$ cat config.mk
export PLATFORM = sky130hd
export DESIGN_NAME = flcu_fuse_lock_config_unit
export DESIGN_NICKNAME = d
export VERILOG_FILES = /design/src/shared/flcu_pkg.sv /design/src/logic/flcu_fuse_lock_config_unit.sv
export SDC_FILE = /design/constraint.sdc
export NUM_CORES = 1
export LEC_CHECK = 0
export ABC_AREA = 1
export BUFFER_PORTS_ARGS = -buffer_cell sky130_fd_sc_hd__buf_2
export CAP_MARGIN = 20
export CORE_ASPECT_RATIO = 1.25
export CORE_MARGIN = 3
export CORE_UTILIZATION = 50
export DETAILED_ROUTE_END_ITERATION = 6
export PLACE_DENSITY = 0.8
export SYNTH_ARGS = -nofsm -noshare
export SYNTH_HDL_FRONTEND = slang
export SYNTH_SLANG_ARGS = --single-unit
$ cat constraint.sdc
create_clock -name i_ref_clk -period 1.2 [get_ports i_ref_clk]
set_input_delay 0.06 -clock i_ref_clk [delete_from_list [all_inputs] [get_ports i_ref_clk]]
set_output_delay 0.06 -clock i_ref_clk [all_outputs]
set_load 0.005 [all_outputs]
$ cat src/shared/flcu_pkg.sv
// constants for the fuse and lock configuration unit
package flcu_pkg;
  // byte width of every fuse, signature and calibration byte
  localparam int unsigned BYTE_W = 8;
  // fuse byte select codes on the write side (programming)
  localparam logic [1:0] WSEL_LOW = 2'h0;
  localparam logic [1:0] WSEL_HIGH = 2'h1;
  localparam logic [1:0] WSEL_EXT = 2'h2;
  // fuse byte select codes on the read side
  localparam logic [1:0] RSEL_LOW = 2'h0;
  localparam logic [1:0] RSEL_LOCK = 2'h1;
  localparam logic [1:0] RSEL_EXT = 2'h2;
  localparam logic [1:0] RSEL_HIGH = 2'h3;
  // factory values of the three fuse bytes (0 = programmed)
  localparam logic [7:0] EXT_RESET = 8'hFD;
  localparam logic [7:0] HIGH_RESET = 8'h99;
  localparam logic [7:0] LOW_RESET = 8'h62;
  // extended byte: unused upper bits always read as one
  localparam logic [7:0] EXT_UNUSED_MASK = 8'hF8;
  localparam int unsigned EXT_BROWNOUT_LSB = 0;
  localparam int unsigned EXT_BROWNOUT_W = 3;
  // high byte field positions
  localparam int unsigned HI_DEBUG_EN = 7;
  localparam int unsigned HI_TEST_PORT_EN = 6;
  localparam int unsigned HI_SERIAL_PROG_EN = 5;
  localparam int unsigned HI_WATCHDOG_ON = 4;
  localparam int unsigned HI_KEEP_DATA = 3;
  localparam int unsigned HI_BOOT_SIZE_LSB = 1;
  localparam int unsigned HI_BOOT_SIZE_W = 2;
  localparam int unsigned HI_RESET_VECTOR = 0;
  // low byte field positions
  localparam int unsigned LO_CLOCK_DIV8 = 7;
  localparam int unsigned LO_CLOCK_OUT = 6;
  localparam int unsigned LO_STARTUP_LSB = 4;
  localparam int unsigned LO_STARTUP_W = 2;
  localparam int unsigned LO_CLOCK_SRC_LSB = 0;
  localparam int unsigned LO_CLOCK_SRC_W = 4;
  // signature address space
  localparam logic [1:0] SIG_ADDR_0 = 2'h0;
  localparam logic [1:0] SIG_ADDR_1 = 2'h1;
  localparam logic [1:0] SIG_ADDR_2 = 2'h2;
  localparam logic [1:0] CAL_ADDR_3V = 2'h1;
  localparam logic [1:0] CAL_ADDR_5V = 2'h3;
  // latch sequencer states, one-hot
  typedef enum logic [2:0] {
    ST_PWRUP = 3'h1,
    ST_NORMAL = 3'h2,
    ST_PROG = 3'h4
  } flcu_state_t;
endpackage : flcu_pkg
$ cat src/logic/flcu_fuse_lock_config_unit.sv
// fuse cells, fuse latching, boot lock decode, signature and calibration
module flcu_fuse_lock_config_unit #(
  parameter int unsigned DATA_W = 8,
  parameter logic [7:0] SIG_BYTE0 = 8'hA5, // arbitrary identity value
  parameter logic [7:0] SIG_BYTE1 = 8'h5A, // arbitrary identity value
  parameter logic [7:0] SIG_BYTE2 = 8'h3C, // arbitrary identity value
  parameter logic [7:0] CAL_3V = 8'h80,
  parameter logic [7:0] CAL_5V = 8'h80
) (
  input wire logic i_ref_clk,
  input wire logic i_srst,
  input wire logic i_prog_mode,
  input wire logic i_serial_path,
  input wire logic i_fuse_wr,
  input wire logic [1:0] i_fuse_wsel,
  input wire logic [DATA_W-1:0] i_fuse_wdata,
  input wire logic [1:0] i_fuse_rsel,
  input wire logic [DATA_W-1:0] i_lock_byte,
  input wire logic [1:0] i_sig_addr,
  input wire logic i_sig_cal_sel,
  input wire logic i_chip_erase,
  input wire logic i_cpu_reset,
  input wire logic i_boot_lock_hi,
  input wire logic i_boot_lock_lo,
  input wire logic i_mem_lock_first,
  input wire logic i_store_to_boot,
  input wire logic i_load_of_boot,
  input wire logic i_exec_in_boot,
  input wire logic i_vectors_in_app,
  output logic o_store_blocked,
  output logic o_load_blocked,
  output logic o_int_disable,
  output logic [DATA_W-1:0] o_fuse_rdata,
  output logic [DATA_W-1:0] o_sig_rdata,
  output logic o_fuse_wr_rejected,
  output logic o_data_erase,
  output logic [DATA_W-1:0] o_osc_calibration_reg,
  output logic [2:0] o_brownout_level,
  output logic o_debug_enable,
  output logic o_test_port_enable,
  output logic o_serial_prog_enable,
  output logic o_watchdog_forced_on,
  output logic o_keep_data_on_erase,
  output logic [1:0] o_boot_size,
  output logic o_reset_vector_select,
  output logic o_clock_div_eight,
  output logic [1:0] o_startup_time,
  output logic [3:0] o_clock_source,
  output logic o_clock_keep_in_sleep,
  output logic o_clock_out_pin_en,
  output logic o_latched
);

  // the fuse layout is byte wide; any other width breaks field positions
  generate
    if (DATA_W != flcu_pkg::BYTE_W) begin : g_bad_width
      $error("flcu: DATA_W must be 8");
    end
  endgenerate

  // write-select decode, shared by the write path and the reject check
  function automatic logic wsel_valid(input logic [1:0] sel);
    wsel_valid = (sel == flcu_pkg::WSEL_LOW) || (sel == flcu_pkg::WSEL_HIGH) ||
                 (sel == flcu_pkg::WSEL_EXT);
  endfunction : wsel_valid

  // live nonvolatile cells
  logic [7:0] cell_ext_ff;
  logic [7:0] cell_high_ff;
  logic [7:0] cell_low_ff;
  logic [7:0] nxt_cell_ext;
  logic [7:0] nxt_cell_high;
  logic [7:0] nxt_cell_low;
  logic fuse_wr_rejected_ff;
  logic nxt_fuse_wr_rejected;
  logic wr_ok;

  // latched copies and sequencer
  flcu_pkg::flcu_state_t state_ff;
  flcu_pkg::flcu_state_t nxt_state;
  logic [7:0] lat_ext_ff;
  logic [7:0] lat_high_ff;
  logic [7:0] lat_low_ff;
  logic [7:0] nxt_lat_ext;
  logic [7:0] nxt_lat_high;
  logic [7:0] nxt_lat_low;
  logic latched_ff;
  logic nxt_latched;
  logic do_latch;

  // read side and reset-time effects
  logic [7:0] fuse_rdata_ff;
  logic [7:0] sig_rdata_ff;
  logic [7:0] osc_cal_ff;
  logic data_erase_ff;
  logic [7:0] nxt_fuse_rdata;
  logic [7:0] nxt_sig_rdata;
  logic [7:0] nxt_osc_cal;
  logic nxt_data_erase;

  // fuse cell writes; chip erase has no path into the cells at all
  always_comb begin
    nxt_cell_ext = cell_ext_ff;
    nxt_cell_high = cell_high_ff;
    nxt_cell_low = cell_low_ff;
    nxt_fuse_wr_rejected = 1'b0;
    // first memory lock bit programmed (0) freezes every fuse
    wr_ok = i_prog_mode && i_mem_lock_first && wsel_valid(i_fuse_wsel);
    if (i_fuse_wr) begin
      if (!wr_ok) begin
        nxt_fuse_wr_rejected = 1'b1;
      end else begin
        case (i_fuse_wsel)
          flcu_pkg::WSEL_LOW: begin
            nxt_cell_low = i_fuse_wdata;
          end
          flcu_pkg::WSEL_HIGH: begin
            nxt_cell_high = i_fuse_wdata;
            if (i_serial_path) begin
              // serial path keeps its own enable so it cannot lock itself out
              nxt_cell_high[flcu_pkg::HI_SERIAL_PROG_EN] =
                cell_high_ff[flcu_pkg::HI_SERIAL_PROG_EN];
            end
          end
          flcu_pkg::WSEL_EXT: begin
            // unused bits forced high so they never read as programmed
            nxt_cell_ext = i_fuse_wdata | flcu_pkg::EXT_UNUSED_MASK;
          end
          default: begin
            // code 3 never gets here: wr_ok has already refused it
            nxt_cell_low = cell_low_ff;
          end
        endcase
      end
    end
  end

  // cells start at factory values, modelling a fresh part at power-on
  always_ff @(posedge i_ref_clk) begin
    if (i_srst) begin
      cell_ext_ff <= flcu_pkg::EXT_RESET;
      cell_high_ff <= flcu_pkg::HIGH_RESET;
      cell_low_ff <= flcu_pkg::LOW_RESET;
      fuse_wr_rejected_ff <= 1'b0;
    end else begin
      cell_ext_ff <= nxt_cell_ext;
      cell_high_ff <= nxt_cell_high;
      cell_low_ff <= nxt_cell_low;
      fuse_wr_rejected_ff <= nxt_fuse_wr_rejected;
    end
  end

  // latch sequencer: power-up, programming entry and programming exit
  always_comb begin
    nxt_state = state_ff;
    do_latch = 1'b0;
    case (state_ff)
      flcu_pkg::ST_PWRUP: begin
        // latch either way; starting in programming mode counts as an entry
        if (i_prog_mode) begin
          nxt_state = flcu_pkg::ST_PROG;
          do_latch = 1'b1;
        end else begin
          nxt_state = flcu_pkg::ST_NORMAL;
          do_latch = 1'b1;
        end
      end
      flcu_pkg::ST_NORMAL: begin
        // writes are refused here, so the cells cannot drift from the copies
        if (i_prog_mode) begin
          nxt_state = flcu_pkg::ST_PROG;
          do_latch = 1'b1;
        end
      end
      flcu_pkg::ST_PROG: begin
        // changes made in programming mode reach the latched copies on the way out
        if (!i_prog_mode) begin
          nxt_state = flcu_pkg::ST_NORMAL;
          do_latch = 1'b1;
        end
      end
      default: begin
        nxt_state = flcu_pkg::ST_PWRUP;
      end
    endcase
    // copy the live cells only on a latch event, otherwise hold
    nxt_lat_ext = do_latch ? cell_ext_ff : lat_ext_ff;
    nxt_lat_high = do_latch ? cell_high_ff : lat_high_ff;
    nxt_lat_low = do_latch ? cell_low_ff : lat_low_ff;
    nxt_latched = latched_ff | do_latch;
  end

  // latched copies hold between latch events
  always_ff @(posedge i_ref_clk) begin
    if (i_srst) begin
      state_ff <= flcu_pkg::ST_PWRUP;
      lat_ext_ff <= flcu_pkg::EXT_RESET;
      lat_high_ff <= flcu_pkg::HIGH_RESET;
      lat_low_ff <= flcu_pkg::LOW_RESET;
      latched_ff <= 1'b0;
    end else begin
      state_ff <= nxt_state;
      lat_ext_ff <= nxt_lat_ext;
      lat_high_ff <= nxt_lat_high;
      lat_low_ff <= nxt_lat_low;
      latched_ff <= nxt_latched;
    end
  end

  // read ports, calibration load and data-erase request
  always_comb begin
    // raw cell bits: programmed reads 0, unprogrammed reads 1
    // the lock byte is only echoed; its decode sits outside this block
    case (i_fuse_rsel)
      flcu_pkg::RSEL_LOW: nxt_fuse_rdata = cell_low_ff;
      flcu_pkg::RSEL_LOCK: nxt_fuse_rdata = i_lock_byte;
      flcu_pkg::RSEL_EXT: nxt_fuse_rdata = cell_ext_ff | flcu_pkg::EXT_UNUSED_MASK;
      flcu_pkg::RSEL_HIGH: nxt_fuse_rdata = cell_high_ff;
      default: nxt_fuse_rdata = cell_low_ff;
    endcase
    // signature space ignores every lock bit
    nxt_sig_rdata = 8'hFF;
    if (i_sig_cal_sel) begin
      case (i_sig_addr)
        flcu_pkg::CAL_ADDR_3V: nxt_sig_rdata = CAL_3V;
        flcu_pkg::CAL_ADDR_5V: nxt_sig_rdata = CAL_5V;
        default: nxt_sig_rdata = 8'hFF;
      endcase
    end else begin
      case (i_sig_addr)
        flcu_pkg::SIG_ADDR_0: nxt_sig_rdata = SIG_BYTE0;
        flcu_pkg::SIG_ADDR_1: nxt_sig_rdata = SIG_BYTE1;
        flcu_pkg::SIG_ADDR_2: nxt_sig_rdata = SIG_BYTE2;
        default: nxt_sig_rdata = 8'hFF;
      endcase
    end
    // software may retune after reset; every reset restores the 3V value
    nxt_osc_cal = i_cpu_reset ? CAL_3V : osc_cal_ff;
    // live cell used: keep-data acts without waiting for a latch
    nxt_data_erase = i_chip_erase && cell_high_ff[flcu_pkg::HI_KEEP_DATA];
  end

  // read and reset-effect registers
  always_ff @(posedge i_ref_clk) begin
    if (i_srst) begin
      fuse_rdata_ff <= 8'hFF;
      sig_rdata_ff <= 8'hFF;
      osc_cal_ff <= CAL_3V;
      data_erase_ff <= 1'b0;
    end else begin
      fuse_rdata_ff <= nxt_fuse_rdata;
      sig_rdata_ff <= nxt_sig_rdata;
      osc_cal_ff <= nxt_osc_cal;
      data_erase_ff <= nxt_data_erase;
    end
  end

  // boot section protection decode from the two boot lock bits
  always_comb begin
    o_store_blocked = 1'b0;
    o_load_blocked = 1'b0;
    // lock bits are active low: 0 means programmed
    case ({i_boot_lock_hi, i_boot_lock_lo})
      2'h3: begin
        o_store_blocked = 1'b0;
        o_load_blocked = 1'b0;
      end
      2'h2: begin
        o_store_blocked = i_store_to_boot;
      end
      2'h0: begin
        o_store_blocked = i_store_to_boot;
        o_load_blocked = i_load_of_boot && !i_exec_in_boot;
      end
      2'h1: begin
        o_load_blocked = i_load_of_boot && !i_exec_in_boot;
      end
      default: begin
        o_store_blocked = 1'b0;
      end
    endcase
    // read-protect modes have the upper lock bit programmed
    o_int_disable = !i_boot_lock_hi && i_vectors_in_app && i_exec_in_boot;
  end

  // configuration outputs come from the latched copies, except o_keep_data_on_erase from the live cell
  assign o_brownout_level = lat_ext_ff[flcu_pkg::EXT_BROWNOUT_LSB +: 3];

  // high byte: a programmed fuse reads 0, so every enable inverts
  assign o_debug_enable = !lat_high_ff[flcu_pkg::HI_DEBUG_EN];
  assign o_test_port_enable = !lat_high_ff[flcu_pkg::HI_TEST_PORT_EN];
  assign o_serial_prog_enable = !lat_high_ff[flcu_pkg::HI_SERIAL_PROG_EN];
  assign o_watchdog_forced_on = !lat_high_ff[flcu_pkg::HI_WATCHDOG_ON];
  assign o_keep_data_on_erase = !cell_high_ff[flcu_pkg::HI_KEEP_DATA];
  assign o_boot_size = lat_high_ff[flcu_pkg::HI_BOOT_SIZE_LSB +: 2];
  assign o_reset_vector_select = !lat_high_ff[flcu_pkg::HI_RESET_VECTOR];

  // low byte: divider flag, then start-up and clock source as raw fields
  assign o_clock_div_eight = !lat_low_ff[flcu_pkg::LO_CLOCK_DIV8];
  assign o_startup_time = lat_low_ff[flcu_pkg::LO_STARTUP_LSB +: 2];
  assign o_clock_source = lat_low_ff[flcu_pkg::LO_CLOCK_SRC_LSB +: 4];

  // debug costs sleep current: clock parts stay alive while it is on
  assign o_clock_keep_in_sleep = !lat_high_ff[flcu_pkg::HI_DEBUG_EN];
  assign o_clock_out_pin_en = !lat_low_ff[flcu_pkg::LO_CLOCK_OUT];

  // registered status, read data and reset effects out to the ports
  assign o_latched = latched_ff;
  assign o_fuse_rdata = fuse_rdata_ff;
  assign o_sig_rdata = sig_rdata_ff;
  assign o_fuse_wr_rejected = fuse_wr_rejected_ff;
  assign o_data_erase = data_erase_ff;
  assign o_osc_calibration_reg = osc_cal_ff;

endmodule : flcu_fuse_lock_config_unit

==> results.sh <==
export IMPL_tightest_slew_ns=0.521
export IMPL_synth_seq_cells=56
export IMPL_row_count=28
export IMPL_rr_startpoint="state_ff[0]"
export IMPL_insertedDiodeCount=0
export IMPL_cp_buffers_inverters=3
export IMPL_synth_compound_area_share_pct=5.27
export IMPL_seq_power_share_pct=50.4
export IMPL_cts_htree_levels=2
export IMPL_grt_remaining_overflow=0
export IMPL_fp_dieArea_um2=6030
export IMPL_hpwlAfterDp_um=4440
export IMPL_ant_nets=0
export IMPL_routed_wl_um=6530
export IMPL_grtUsageTotal_pct=21.2
export IMPL_synthCells=345
export IMPL_synth_mux_area_share_pct=0
export IMPL_cts_sinks=56
export IMPL_first_pass_iters=5
export IMPL_start_util_pct=53.1
export IMPL_numCtsBuffers=5
export IMPL_ctsLongestPathBuffers=2
export IMPL_ios=87
export IMPL_nets=479
export IMPL_crit_required_ns=1.41
export IMPL_path_delay_family="buffers and inverters"
export IMPL_min_delay_start="i_fuse_wdata[0]"
export IMPL_outcome="complete, but fails checks"
export IMPL_slew_violations=0
export IMPL_worst_ep_arrival_time_ns=1.39
export IMPL_drcViolationCount=0
export IMPL_finalSetupViolCount=0
export IMPL_switching_power_mw=1.28
export IMPL_p_leak_nw=1.74
export IMPL_synth_fa_ha_area_share_pct=2.44
export IMPL_whs_ns=-0.000501
export IMPL_critPathCaptureType="flop"
export IMPL_avgSynthCellArea_um2=7.44
export IMPL_netSwitchingFraction_pct=30.5
export IMPL_io_buffers=77
export IMPL_place_gp_congestion=0.867
export IMPL_synth_simple_area_share_pct=33.0
export IMPL_max_cap_viol_count=0
export IMPL_power_frac_comb_pct=24.8
export IMPL_fin_crit_ns=1.18
export IMPL_p_int_mw=2.90
export IMPL_synth_xor_area_share_pct=0
export IMPL_drive_gt1_share_pct=29.0
export IMPL_ys_seq_area_share_pct=43.7
export IMPL_max_vdd_ir_drop_v=0.000775
export IMPL_antenna_found_initial=0
export IMPL_die_h_um=86.1
export IMPL_root_buffer="clkbuf_8"
export IMPL_holdCritPathClass="in2reg"
export IMPL_dieWidth_um=70.1
export IMPL_grt_pass1_wl_um=10400
export IMPL_coreArea_um2=4830
export IMPL_skew_ns=0.00680
export IMPL_violations="hold timing"
export IMPL_cts_clk_slew_worst_paths_ns=0.10
export IMPL_vias=2521
export IMPL_yosys_warnings=0
export IMPL_clockPowerShare_pct=24.8
export IMPL_slowest_delay_ns=0.35
export IMPL_fin_util_pct=68.6
export IMPL_path_cells="inv_2 -> buf_6 -> nand4_4 -> buf_4 -> nand4_1 -> nand3_1"
export IMPL_wl_per_cell_um=13.1
export IMPL_fin_cells=498
export IMPL_crit_start="state_ff[0]"
export IMPL_syn_area_um2=2570
export IMPL_grt_pass1_vias=2309
export IMPL_power_density_nw_per_um2=1260
export IMPL_crit_path_top_delay_cell="dfxtp_2"
export IMPL_rsz0062_at_grt="yes"
export IMPL_synth_top_family_by_area="simple AND/OR/NAND/NOR gates"
export IMPL_worstSkewPairLatency_ns=0.31
export IMPL_timing_hold_violations_final=1
export IMPL_syn_to_final_growth_pct=29.2
export IMPL_drt_iter0_markers=160
export IMPL_grt_start_max_net_pins=47
export IMPL_critPathLaunchType="flop"
export IMPL_dp_cells=468
export IMPL_cts_tree="built"
export IMPL_synth_distinct_cells=26
export IMPL_max_slew_margin_rel_pct=65.1
export IMPL_crit_type="reg2reg"
export IMPL_fin_crit_sh_pct=98.2
export IMPL_fmax_mhz=849
export IMPL_critPathMaxFanout=6
export IMPL_via_per_inst=5.06
state kept, by name, indices dropped and copies added, names as in the netlist:
| register | flops |
|---|---|
| o_fuse_rdata | 8 |
| lat_high_ff | 7 |
| lat_low_ff | 8 |
| cell_low_ff | 8 |
| cell_high_ff | 8 |
| o_data_erase | 1 |
| o_sig_rdata | 5 |
| cell_ext_ff | 3 |
| state_ff | 3 |
| lat_ext_ff | 3 |
| o_latched | 1 |
| o_fuse_wr_rejected | 1 |
worst reg2reg max path, delay by kind of cell, from the launching register on:
kind / cells / cell delay, ns
AND/OR/NAND/NOR: 3 / 0.31
flip-flops: 1 / 0.35
buffers and inverters: 3 / 0.41
synth_stat cells (all sizes together):
cell    number  share of area (%)
nand3       33                7.3
nand4       25                6.9
a21oi        5                1.4
buf         30                8.5
a31oi        1               0.24
clkbuf       2               0.29
inv         45                6.6
nor2        52                8.0
o21ai       14                2.7
nor3         1               0.19
ha           5                2.4
nor3b        1               0.29
o211ai       3               0.88
nand2       70                 10
dfxtp       56                 44
conb         2               0.29
path summary, 6_finish.rpt:
check / end / slack, ns / cells after the start
min: cell_ext_ff[0] / -0.0005 / 3
max reg2reg: lat_high_ff[4] / 0.02 / 6
max: lat_high_ff[4] / 0.02 / 6
min reg2reg: o_latched / 0.47 / 2
layout by cell type, fill, tap and decap left out:
cell,instances
inv_2,2
a31oi_1,1
nor2_4,5
ha_1,5
dlygate4sd3_1,15
nand2_2,2
clkbuf_8,5
nor2_1,45
buf_4,10
dfxtp_4,1
buf_6,6
clkinv_4,1
nand3_1,28
o21ai_0,13
dfxtp_2,2
o211ai_1,3
nor3b_1,1
nand4_1,23
a21oi_4,1
nor2_2,3
nand3_4,2
nor3_1,1
o21ai_2,1
inv_1,43
a21oi_1,4
nand2_1,68
clkinv_2,2
dfxtp_1,53
buf_12,1
nand4_4,2
buf_2,77
conb_1,8
nand3_2,4
logic make-up (layout without fill, tap and decap cells):
logic type | after synthesis | in the layout
fa+ha+maj | 5 | 5
simple gates | 182 | 184
compound gates | 23 | 23
buf+inv | 77 | 162
other cells | 2 | 8
flops | 56 | 56
power by group through the flow:
stage                     combinational, mW  sequential (mW)  clock, mW
after CTS                             0.953             2.10       1.03
after detailed placement              0.872             2.14          0
after floorplan                       0.606             2.13          0
after global routing                   1.16             2.13       1.12
after global placement                0.846             2.13          0
final                                  1.04             2.10       1.04
through the flow:
step / total power, mW / instance area (um2) / setup WS (ns) / TNS (ns)
3_5_place_dp: 3.01 / 2930 / -0.143 / -1.60
4_1_cts: 4.08 / 3200 / 0.00333 / 0
2_1_floorplan: 2.74 / 2590 / 0.113 / 0
6_report: 4.18 / 3310 / 0.0215 / 0
3_3_place_gp: 2.98 / 2930 / -0.0577 / -0.533
5_1_grt: 4.41 / 3310 / -0.0799 / -0.886
layout make-up:
| type | count | area (um2) |
|---|---|---|
| fill | 415 | 1520 |
| multi-input combinational | 220 | 1160 |
| tap | 60 | 75.1 |
| clock inverter | 3 | 18.8 |
| sequential | 56 | 1130 |
| clock buffer | 5 | 68.8 |
| timing repair buffer | 109 | 698 |
| inverter | 45 | 169 |
routing by layer:
layer / track usage (%) / routed length, um / part of all wire [%]
met1: 24.7 / 2480 / 38
met2: 38.0 / 3400 / 52
met3: 3.87 / 467 / 7.1
met4: 8.71 / 190 / 2.9
met5: 0 / 0 / 0
timing repair:
action                                  CTS  global route
hold buffers                             14             1
gates resized for setup                   9            20
endpoints found under the setup margin   19            19
hold endpoints to repair                 17             1
pin swaps                                 2             7
cloned                                    1             2
buffers inserted                          1             3
(Power assumes the default switching activity.)
